<file path="src/ctm_pkg.sv">
package ctm_pkg;

    // ************************************************
    // Register map and fields
    // ************************************************
    localparam logic [6:0] CTM_CTRL_ADDR  = 7'h20;
    localparam logic [6:0] CTM_STAT_ADDR  = 7'h22;
    localparam logic [7:0] CTM_CTRL_RST   = 8'h00;
    localparam logic [7:0] CTM_CTRL_WMASK = 8'h73;
    localparam int         CTM_CTS_BIT    = 7;
    localparam int         CTM_CBSS_BIT   = 3;
    localparam int         CTM_VCS_BIT    = 1;

    // ************************************************
    // Mode select and chip mode codes
    // ************************************************
    localparam logic [1:0] CTM_SEL_OFFLINE = 2'h0;
    localparam logic [1:0] CTM_SEL_ACT_UV  = 2'h1;
    localparam logic [1:0] CTM_SEL_ACT     = 2'h2;
    localparam logic [1:0] CTM_SEL_LISTEN  = 2'h3;
    localparam logic [2:0] CTM_MC_NORMAL   = 3'h7;
    localparam logic [2:0] CTM_MC_OFF      = 3'h0;
    localparam logic [2:0] CTM_MC_SLEEP    = 3'h1;
    localparam logic [2:0] CTM_MC_RESET    = 3'h2;
    localparam logic [2:0] CTM_MC_OVERTEMP = 3'h3;
    localparam logic [2:0] CTM_MC_STANDBY  = 3'h4;

    // ************************************************
    // Timing counts in CLK_SYS cycles and synchroniser reset value
    // ************************************************
    localparam int         CTM_SILENCE_CYC  = 200000;
    localparam int         CTM_WAKE_WIN_CYC = 200000;
    localparam int         CTM_WAKE_DOM_CYC = 100;
    localparam int         CTM_WAKE_REC_CYC = 100;
    localparam logic [6:0] CTM_SYNC_RST     = 7'h40;

    // ************************************************
    // Types
    // ************************************************
    typedef struct packed {
        logic v1_uv90;
        logic v1_rst;
        logic transceiver_supply_uv;
        logic vbat_uv;
        logic vbat_ok;
    } ctm_sup_t;

    typedef struct packed {
        logic       rsv7;
        logic       fd_tolerance_enable;
        logic       selective_config_valid;
        logic       selective_wake_enable;
        logic [1:0] rsv;
        logic [1:0] transceiver_mode_select;
    } ctm_ctrl_t;

    typedef struct packed {
        logic tx_en;
        logic rx_en;
        logic bias_2v5;
        logic bias_gnd;
        logic bus_float;
    } ctm_drv_t;

    typedef enum logic [2:0] {
        CTM_TRX_OFF, CTM_OFFLINE, CTM_OFFBIAS, CTM_ACTIVE, CTM_LISTEN
    } ctm_trx_t;

    typedef enum logic [1:0] {WK_IDLE, WK_REC, WK_DOM2} ctm_wk_t;

endpackage

</file>
<file path="src/ctm_can_mode.sv">
module ctm_can_mode
    import ctm_pkg::*;
#(
    parameter int SILENCE_CYC = CTM_SILENCE_CYC,
    parameter int WAKE_WIN    = CTM_WAKE_WIN_CYC,
    parameter int WAKE_DOM    = CTM_WAKE_DOM_CYC,
    parameter int WAKE_REC    = CTM_WAKE_REC_CYC
)(
    input  wire logic       CLK_SYS,        // 200 MHz system clock
    input  wire logic       RESET_N,        // Async reset, active low
    input  wire logic [6:0] REG_ADDR,       // Register address
    input  wire logic [7:0] REG_WDATA,      // Register write data
    input  wire logic       REG_WE,         // Register write strobe
    output logic      [7:0] REG_RDATA,      // Registered read data
    input  wire logic [2:0] CHIP_MODE,      // Chip mode select
    input  wire logic       BUS_WAKE_EN,    // Bus wake enable
    input  wire logic       WAKE_FLAG_CLR,  // Clear bus wake flag
    input  wire logic       TXD_PIN,        // Transmit data pin
    input  wire logic       BUS_DOM_PIN,    // Bus receiver, 1 = dominant
    input  wire ctm_sup_t   SUPPLY,         // Supply comparator flags
    output ctm_drv_t        DRIVE,          // Analog front-end controls
    output ctm_trx_t        TRX_STATE,      // Transceiver state
    output logic            RXD_FORCE_LOW,  // Hold receive output low
    output logic            BUS_WAKE_FLAG,  // Sticky bus wake event
    output logic            WAKE_FROM_SLEEP,// Regulator on, go standby
    output logic            FD_TOL_EN       // FD tolerance enable
);

    // ************************************************
    // Declarations
    // ************************************************
    localparam int SW = $clog2(SILENCE_CYC + 1);
    localparam logic [SW-1:0] SIL_C = SW'(SILENCE_CYC);

    logic [6:0]    sync1_r;
    logic [6:0]    sync2_r;
    logic          txd_s;
    logic          bus_s;
    ctm_sup_t      sup_s;
    logic          bus_q_r;
    logic          bus_edge;
    logic [SW-1:0] sil_r;
    logic [SW-1:0] sil_nxt;
    logic          silent;
    logic [2:0]    prev_mc_r;
    ctm_ctrl_t     ctrl_r;
    ctm_ctrl_t     ctrl_nxt;
    ctm_trx_t      state_r;
    ctm_trx_t      state_nxt;
    ctm_drv_t      drv_nxt;
    logic [1:0]    sel;
    logic          normal;
    logic          chip_off;
    logic          off_cond;
    logic          off_to_rst;
    logic          want_act;
    logic          want_lis;
    logic          want_off;
    logic          act_ok;
    logic          act_drop;
    logic          transceiver_supply_blk;
    logic          sel_enter;
    ctm_trx_t      sel_state;
    ctm_trx_t      quiet_state;
    logic          wk_en;
    logic          wake_hit;
    logic          ctrl_wr;
    logic [7:0]    stat_rd;
    logic [7:0]    rd_mux;
    logic          rxd_low_nxt;
    logic          flag_nxt;

    // ************************************************
    // Pin synchronisers
    // ************************************************
    always_ff @(posedge CLK_SYS or negedge RESET_N)
    begin
        if (!RESET_N)
        begin
            sync1_r <= CTM_SYNC_RST;
            sync2_r <= CTM_SYNC_RST;
        end
        else
        begin
            sync1_r <= {TXD_PIN, BUS_DOM_PIN, SUPPLY};
            sync2_r <= sync1_r;
        end
    end

    assign txd_s = sync2_r[6];
    assign bus_s = sync2_r[5];
    assign sup_s = ctm_sup_t'(sync2_r[4:0]);

    // ************************************************
    // Bus silence timer
    // ************************************************
    assign bus_edge = bus_s != bus_q_r;
    assign sil_nxt  = bus_edge ? '0 : (silent ? sil_r : sil_r + SW'(1));
    assign silent   = sil_r >= SIL_C;

    always_ff @(posedge CLK_SYS or negedge RESET_N)
    begin
        if (!RESET_N)
        begin
            bus_q_r   <= 1'b0;
            sil_r     <= '0;
            prev_mc_r <= CTM_MC_OFF;
        end
        else
        begin
            bus_q_r   <= bus_s;
            sil_r     <= sil_nxt;
            prev_mc_r <= CHIP_MODE;
        end
    end

    // ************************************************
    // Control register and read port
    // ************************************************
    assign ctrl_wr  = REG_WE && (REG_ADDR == CTM_CTRL_ADDR);
    assign ctrl_nxt = ctrl_wr ? ctm_ctrl_t'(REG_WDATA & CTM_CTRL_WMASK)
                              : ctrl_r;
    assign stat_rd  = (8'((state_r == CTM_ACTIVE)) << CTM_CTS_BIT)
                    | (8'(silent) << CTM_CBSS_BIT)
                    | (8'((sel == CTM_SEL_ACT_UV) && sup_s.transceiver_supply_uv) << CTM_VCS_BIT);
    assign rd_mux   = (REG_ADDR == CTM_CTRL_ADDR) ? 8'(ctrl_r)
                    : ((REG_ADDR == CTM_STAT_ADDR) ? stat_rd : 8'h00);

    always_ff @(posedge CLK_SYS or negedge RESET_N)
    begin
        if (!RESET_N)
        begin
            ctrl_r    <= ctm_ctrl_t'(CTM_CTRL_RST);
            REG_RDATA <= 8'h00;
            FD_TOL_EN <= 1'b0;
        end
        else
        begin
            ctrl_r    <= ctrl_nxt;
            REG_RDATA <= rd_mux;
            FD_TOL_EN <= ctrl_nxt.fd_tolerance_enable;
        end
    end

    // ************************************************
    // Mode request decode
    // ************************************************
    assign sel      = ctrl_r.transceiver_mode_select;
    assign normal   = CHIP_MODE == CTM_MC_NORMAL;
    assign chip_off = (CHIP_MODE == CTM_MC_OFF) || (CHIP_MODE == CTM_MC_OVERTEMP);
    assign off_cond = chip_off || sup_s.vbat_uv;
    assign off_to_rst = ((prev_mc_r == CTM_MC_OFF) || (prev_mc_r == CTM_MC_OVERTEMP))
                      && (CHIP_MODE == CTM_MC_RESET);
    assign want_act = normal && ((sel == CTM_SEL_ACT_UV) || (sel == CTM_SEL_ACT));
    assign want_lis = normal && (sel == CTM_SEL_LISTEN);
    assign want_off = !normal || (sel == CTM_SEL_OFFLINE);
    // Select 10 ignores the 90 % check and only stops at regulator reset
    assign act_ok   = txd_s && !sup_s.v1_rst
                    && !((sel == CTM_SEL_ACT_UV) && sup_s.v1_uv90);
    assign act_drop = sup_s.v1_rst
                    || ((sel == CTM_SEL_ACT_UV) && (sup_s.transceiver_supply_uv || sup_s.v1_uv90));
    assign transceiver_supply_blk = want_act && sup_s.transceiver_supply_uv;
    assign sel_enter = want_lis || (want_act && !transceiver_supply_blk);
    assign sel_state = (want_act && act_ok) ? CTM_ACTIVE : CTM_LISTEN;
    assign quiet_state = silent ? CTM_OFFLINE : CTM_OFFBIAS;

    // ************************************************
    // Transceiver state machine
    // ************************************************
    always_comb
    begin
        state_nxt = state_r;
        case (state_r)
            CTM_TRX_OFF:
            begin
                if (!chip_off && !sup_s.vbat_uv && sup_s.vbat_ok)
                begin
                    state_nxt = CTM_OFFLINE;
                end
            end
            CTM_OFFLINE:
            begin
                if (sel_enter)
                begin
                    state_nxt = sel_state;
                end
                else if (wake_hit || bus_edge || transceiver_supply_blk)
                begin
                    state_nxt = CTM_OFFBIAS;
                end
            end
            CTM_OFFBIAS:
            begin
                if (sel_enter)
                begin
                    state_nxt = sel_state;
                end
                else if (silent)
                begin
                    state_nxt = CTM_OFFLINE;
                end
            end
            CTM_ACTIVE:
            begin
                if (want_off || act_drop)
                begin
                    state_nxt = quiet_state;
                end
                else if (want_lis)
                begin
                    state_nxt = CTM_LISTEN;
                end
            end
            CTM_LISTEN:
            begin
                if (want_off)
                begin
                    state_nxt = quiet_state;
                end
                else if (want_act && act_ok)
                begin
                    state_nxt = CTM_ACTIVE;
                end
            end
            default: state_nxt = CTM_TRX_OFF;
        endcase
        if (off_to_rst)
        begin
            state_nxt = CTM_OFFLINE;
        end
        if (off_cond)
        begin
            state_nxt = CTM_TRX_OFF;
        end
    end

    // Front-end controls follow the next state, so they line up with TRX_STATE
    assign drv_nxt.tx_en     = state_nxt == CTM_ACTIVE;
    assign drv_nxt.rx_en     = (state_nxt == CTM_ACTIVE) || (state_nxt == CTM_LISTEN);
    assign drv_nxt.bias_2v5  = drv_nxt.rx_en || (state_nxt == CTM_OFFBIAS);
    assign drv_nxt.bias_gnd  = state_nxt == CTM_OFFLINE;
    assign drv_nxt.bus_float = state_nxt == CTM_TRX_OFF;

    // ************************************************
    // Standard wake-up detection
    // ************************************************
    // Offline-bias differs from offline only in bias level; watching must go on
    // there, else the first dominant edge of a pattern would disarm the filter
    assign wk_en = ((state_r == CTM_OFFLINE) || (state_r == CTM_OFFBIAS)) && BUS_WAKE_EN
                 && (!ctrl_r.selective_wake_enable
                     || !ctrl_r.selective_config_valid);

    // Phase minimums and window are checked inside
    ctm_wake_det #(
        .DOM_MIN (WAKE_DOM),
        .REC_MIN (WAKE_REC),
        .WINDOW  (WAKE_WIN)
    ) u_wake (
        .clk   (CLK_SYS),
        .rst_n (RESET_N),
        .en    (wk_en),
        .dom   (bus_s),
        .hit   (wake_hit)
    );

    // Set wins over a clear in the same cycle
    assign flag_nxt    = wake_hit || (BUS_WAKE_FLAG && !WAKE_FLAG_CLR);
    assign rxd_low_nxt = wake_hit || (RXD_FORCE_LOW && !drv_nxt.rx_en);

    always_ff @(posedge CLK_SYS or negedge RESET_N)
    begin
        if (!RESET_N)
        begin
            state_r         <= CTM_TRX_OFF;
            DRIVE           <= '0;
            BUS_WAKE_FLAG   <= 1'b0;
            RXD_FORCE_LOW   <= 1'b0;
            WAKE_FROM_SLEEP <= 1'b0;
        end
        else
        begin
            state_r         <= state_nxt;
            DRIVE           <= drv_nxt;
            BUS_WAKE_FLAG   <= flag_nxt;
            RXD_FORCE_LOW   <= rxd_low_nxt;
            WAKE_FROM_SLEEP <= wake_hit && (CHIP_MODE == CTM_MC_SLEEP);
        end
    end

    assign TRX_STATE = state_r;
endmodule

</file>
<file path="src/ctm_wake_det.sv">
module ctm_wake_det
    import ctm_pkg::*;
#(
    parameter int DOM_MIN = CTM_WAKE_DOM_CYC,
    parameter int REC_MIN = CTM_WAKE_REC_CYC,
    parameter int WINDOW  = CTM_WAKE_WIN_CYC
)(
    input  wire logic clk,   // System clock
    input  wire logic rst_n, // Async reset, active low
    input  wire logic en,    // Monitoring allowed
    input  wire logic dom,   // Synchronised bus level, 1 = dominant
    output logic      hit    // One-cycle wake pulse
);

    localparam int RW = $clog2((DOM_MIN > REC_MIN ? DOM_MIN : REC_MIN) + 1);
    localparam int WW = $clog2(WINDOW + 1);
    localparam logic [RW-1:0] DOM_C = RW'(DOM_MIN);
    localparam logic [RW-1:0] REC_C = RW'(REC_MIN);
    localparam logic [RW-1:0] RUN_MAX = {RW{1'b1}};
    localparam logic [WW-1:0] WIN_C = WW'(WINDOW);

    logic          dom_q_r;
    logic [RW-1:0] run_r;
    logic [RW-1:0] run_nxt;
    logic [WW-1:0] win_r;
    logic [WW-1:0] win_nxt;
    ctm_wk_t       st_r;
    ctm_wk_t       st_nxt;
    logic          dom_ok;
    logic          rec_ok;
    logic          timeout;
    logic          hit_nxt;

    // ************************************************
    // Phase length and window
    // ************************************************
    assign run_nxt = (dom != dom_q_r) ? RW'(1)
                   : ((run_r == RUN_MAX) ? run_r : run_r + RW'(1));
    assign dom_ok  = dom && (run_nxt >= DOM_C);
    assign rec_ok  = !dom && (run_nxt >= REC_C);
    assign timeout = win_r >= WIN_C;
    assign win_nxt = (st_r == WK_IDLE) ? '0 : win_r + WW'(1);
    assign hit_nxt = en && (st_r == WK_DOM2) && dom_ok && !timeout;

    // Short blips between phases do not reset progress
    always_comb
    begin
        st_nxt = st_r;
        case (st_r)
            WK_IDLE: if (dom_ok) st_nxt = WK_REC;
            WK_REC:  if (rec_ok) st_nxt = WK_DOM2;
            WK_DOM2: if (dom_ok) st_nxt = WK_IDLE;
            default: st_nxt = WK_IDLE;
        endcase
        if (!en || timeout)
        begin
            st_nxt = WK_IDLE;
        end
    end

    always_ff @(posedge clk or negedge rst_n)
    begin
        if (!rst_n)
        begin
            dom_q_r <= 1'b0;
            run_r   <= '0;
            win_r   <= '0;
            st_r    <= WK_IDLE;
            hit     <= 1'b0;
        end
        else
        begin
            dom_q_r <= dom;
            run_r   <= run_nxt;
            win_r   <= win_nxt;
            st_r    <= st_nxt;
            hit     <= hit_nxt;
        end
    end

endmodule
</file>
<file path="config.mk">
export PLATFORM = sky130hd
export DESIGN_NAME = ctm_can_mode
export DESIGN_NICKNAME = d
export VERILOG_FILES = /design/src/ctm_pkg.sv /design/src/ctm_can_mode.sv /design/src/ctm_wake_det.sv
export SDC_FILE = /design/constraint.sdc
export NUM_CORES = 1
export LEC_CHECK = 0
export BUFFER_PORTS_ARGS = -buffer_cell sky130_fd_sc_hd__buf_2
export CAP_MARGIN = 20
export CORE_MARGIN = 5
export CORE_UTILIZATION = 58
export CTS_CLUSTER_DIAMETER = 150
export DETAILED_ROUTE_END_ITERATION = 7
export GPL_ROUTABILITY_DRIVEN = 0
export GPL_TIMING_DRIVEN = 0
export PLACE_DENSITY = 0.8
export SYNTH_ARGS = -nofsm -noshare
export SYNTH_HDL_FRONTEND = slang
export SYNTH_HIERARCHICAL = 1
export SYNTH_SLANG_ARGS = --single-unit
</file>
<file path="constraint.sdc">
create_clock -name CLK_SYS -period 2.7 [get_ports CLK_SYS]
set_input_delay 0.81 -clock CLK_SYS [delete_from_list [all_inputs] [get_ports CLK_SYS]]
set_output_delay 0.81 -clock CLK_SYS [all_outputs]
set_load 0.02 [all_outputs]
</file>
==> key figures <==
Status
  – Status: finished, final reports clean

Clocking
  – Clock Latency Late Sink: 0.36 ns
  – Clock transition at path regs: 0.09 ns
  – H-tree levels: 3
  – CTS root buf: clkbuf_8
  – Number of buffers created by CTS: 9
  – CTS Buffer Depth: 2
  – Post-CTS Hold Fix Bufs: 0
  – Post-cts repair resize count: 0
  – CTS tree: yes
  – Post-CTS setup buffers: 0
  – Clk sinks: 88

STA
  – Fin. max-slew vios: 0
  – Setup TNS: 0 ns
  – Fmax: 444.8 MHz
  – Setup Viol. Count Final: 0
  – Worst Skew: 0.008028 ns
  – Worst slew pin tran: 0.6342 ns
  – Crit share post-route: 0.8326
  – Slew HR: 0.5756
  – RSZ-0062 raised after global routing: false
  – Tmin final: 2.248 ns
  – Final setup margin: 0.4519 ns
  – Final Hold Viols: 0

Layout
  – Share of cells above drive strength 1: 0.1964
  – Layout Utilization: 0.6820
  – Area of the multi-input gates: 1765 µm²
  – Area Overhead vs Synth: 13.87%
  – Fillers: 505
  – Inserted Diodes: 0
  – Reg area: 2205 µm²
  – Post-Layout Cell Count: 539
  – Final net count: 476

Detailed routing
  – Wirelength per Cell: 14.14 µm
  – Drt total wl: 7624 µm
  – Final ANT Viol Nets: 0
  – Drc violations: 0
  – DR iter-0 viols: 144
  – Via count: 2962
  – DR pass1 iterations: 4
  – Post-DR vias/cell: 5.495

Die
  – Die width: 93.76 µm
  – Die ar.: 8790 µm²
  – Core Region: 6794 µm²
  – Initial Utilization: 0.5989
  – Top Ports: 50
  – Die Ht: 93.76 µm
  – Row cnt: 30

Setup path
  – Max incr delay on CP: 0.40 ns
  – Critical Path End Type: register
  – Crit-path slowest cell: dfrtp_1
  – Required @ worst endpoint: 2.94 ns
  – Critical path launch point type: register
  – CP Class: reg -> reg
  – Arrival time at the worst endpoint: 2.49 ns
  – Critical path cell sequence: inv_1 > ha_1 > and4_4 > a211oi_1 > or4_1 > a31o_1 > a31oi_4 > o311ai_1
  – Crit-path max FO: 6

Global routing
  – Total track usage: 0.1967
  – Aggregate global routing overflow: 0
  – Largest net degree at the start of global routing: 53
  – First-pass GRT wire length: 13550 µm
  – Antenna violations before repair: 0
  – Vias in the first global route: 2999

Pwr
  – Logic gate share of total power: 0.079
  – Leakage: 0.002026 µW
  – PwrDens: 530.6 nW/µm²
  – Cell Int Power: 1808 µW
  – Sequential cell fraction of total power: 0.567
  – Post-layout power: 2459 µW
  – NetSw: 650.2 µW
  – Sw frac: 0.2645
  – Worst vdd ir: 0.0003856 V
  – Clock network fraction of design power: 0.355

Logic synthesis
  – Top FF cell, synth: dfrtp_1
  – EDFF count, synth: 0
  – Synth Register Bits: 88
  – Ys async rst share: 1.000
  – Synth unique cells: 68
  – Mapped Avg Cell Area: 10.68 µm²
  – Synthesized Nets: 419
  – Register area share after synthesis: 0.5418
  – Synthesis Warnings: 6
  – Post-Syn Area: 4069 µm²
  – Gate Count Post-Synth: 381

Place
  – Placed wire-length estimate: 5445 µm
  – PortBufs: 45
  – Worst slack at placement: 0.1555 ns
  – DP Cell Count: 523

Flow run
  – Number of max-cap violations: 0

Hold path
  – HP Class: reg -> reg
## power groups by stage
stage	logic, µW	registers, µW	clock network (µW)
after floorplan	108	1420	0
after global placement	182	1420	0
after detailed placement	195	1420	0
after CTS	197	1390	885
after global routing	223	1400	957
final	193	1390	872
## sequential cells by signal, indices dropped and copies added (netlist names), 2 cells and up
signal	cells
TRX_STATE	3
sel	2
ctrl_r	3
u_wake/run_r	7
sil_r	18
prev_mc_r	3
sync1_r	7
u_wake/st_r	2
REG_RDATA	7
u_wake/win_r	18
DRIVE	5
sync2_r	7
## final timing paths
check	slack, ns	from	endpoint	cells past startpoint
max	0.45	sel[0]	RXD_FORCE_LOW	8
min	0.35	sync1_r[4]	sync2_r[4]	0
max reg2reg	0.45	sel[0]	RXD_FORCE_LOW	8
min reg2reg	0.35	sync1_r[4]	sync2_r[4]	0
max in group asynchronous	1.64	RESET_N	sync2_r[6]	2
min in group asynchronous	0.39	RESET_N	REG_RDATA[7]	1
## cell usage after synthesis, drive strengths merged (3+ instances only)
library cell  number  area share
nand3             22       0.027
nand4              8       0.012
buf                3      0.0049
a31oi              6       0.013
o21ai             12       0.015
a211oi             4      0.0074
nor4b              4       0.010
o211ai             3      0.0068
nor2b              4      0.0061
or3                4      0.0061
mux2               5       0.014
and2               5      0.0080
xor2              22       0.047
o21a               3      0.0055
nand3b             3      0.0055
nand2             21       0.020
and3               4      0.0061
nor4              11       0.017
dfrtp             86        0.53
nor3               7      0.0086
o21bai             4      0.0074
inv               16       0.015
clkbuf             5      0.0046
nor2              48       0.044
ha                 8       0.025
xnor2             12       0.026
a21oi             11       0.014
## cell families (layout without fill, tap and decap cells)
| kind of cell | after synthesis | count (layout) | share of synthesized area |
|---|---|---|---|
| flops | 88 | 88 | 0.5418 |
| fa+ha+maj | 8 | 8 | 0.02460 |
| mux | 6 | 6 | 0.01630 |
| compound gates | 63 | 63 | 0.1159 |
| buf+inv | 24 | 86 | 0.02429 |
| simple gates | 157 | 157 | 0.2030 |
| other cells | 1 | 1 | 0.0009216 |
| xor+xnor | 34 | 34 | 0.07318 |
## area by class of cell
| cell class | instances | share of cell area |
|---|---|---|
| clock buffers | 10 | 0.02971 |
| flip-flops and latches | 88 | 0.4758 |
| well taps | 96 | 0.02592 |
| plain buffers | 8 | 0.008372 |
| inverters | 16 | 0.01296 |
| clock inverters | 6 | 0.01107 |
| multi-input cells | 269 | 0.3810 |
| repair buffers | 46 | 0.05509 |
## stage by stage
step                      hold WS [ns]  cell area, µm²
after global routing            0.3639            4633
after global placement          0.3342            4414
after floorplan                 0.3312            4069
final                           0.3516            4633
after CTS                       0.3564            4633
after detailed placement        0.3347            4444
## layout by cell type (no fill, tap or decap), types with 11 or more instances in the layout
cell type	Yosys	routed
o21ai_0	11	11
nor4_1	11	11
inv_1	16	16
nor2_1	48	48
dfrtp_1	86	86
xor2_1	22	22
buf_2	1	45
xnor2_1	12	12
nand2_1	20	20
nand3_1	22	22
## critical path: cells and delay by family, from the launching register on
| kind | cells | cell delay [ns] |
|---|---|---|
| DFF | 1 | 0.40 |
| AOI/OAI and AO/OA | 4 | 0.72 |
| adders and majority gates | 1 | 0.30 |
| and+or+nand+nor | 2 | 0.62 |
| buffers and inverters | 1 | 0.08 |
## per-layer routing
metal | global-route usage | share of wire
met5 | 0 | 0
met3 | 0.05529 | 0.045
met1 | 0.2525 | 0.45
met4 | 0.07822 | 0.018
met2 | 0.3152 | 0.49
(Power assumes the default switching activity.)
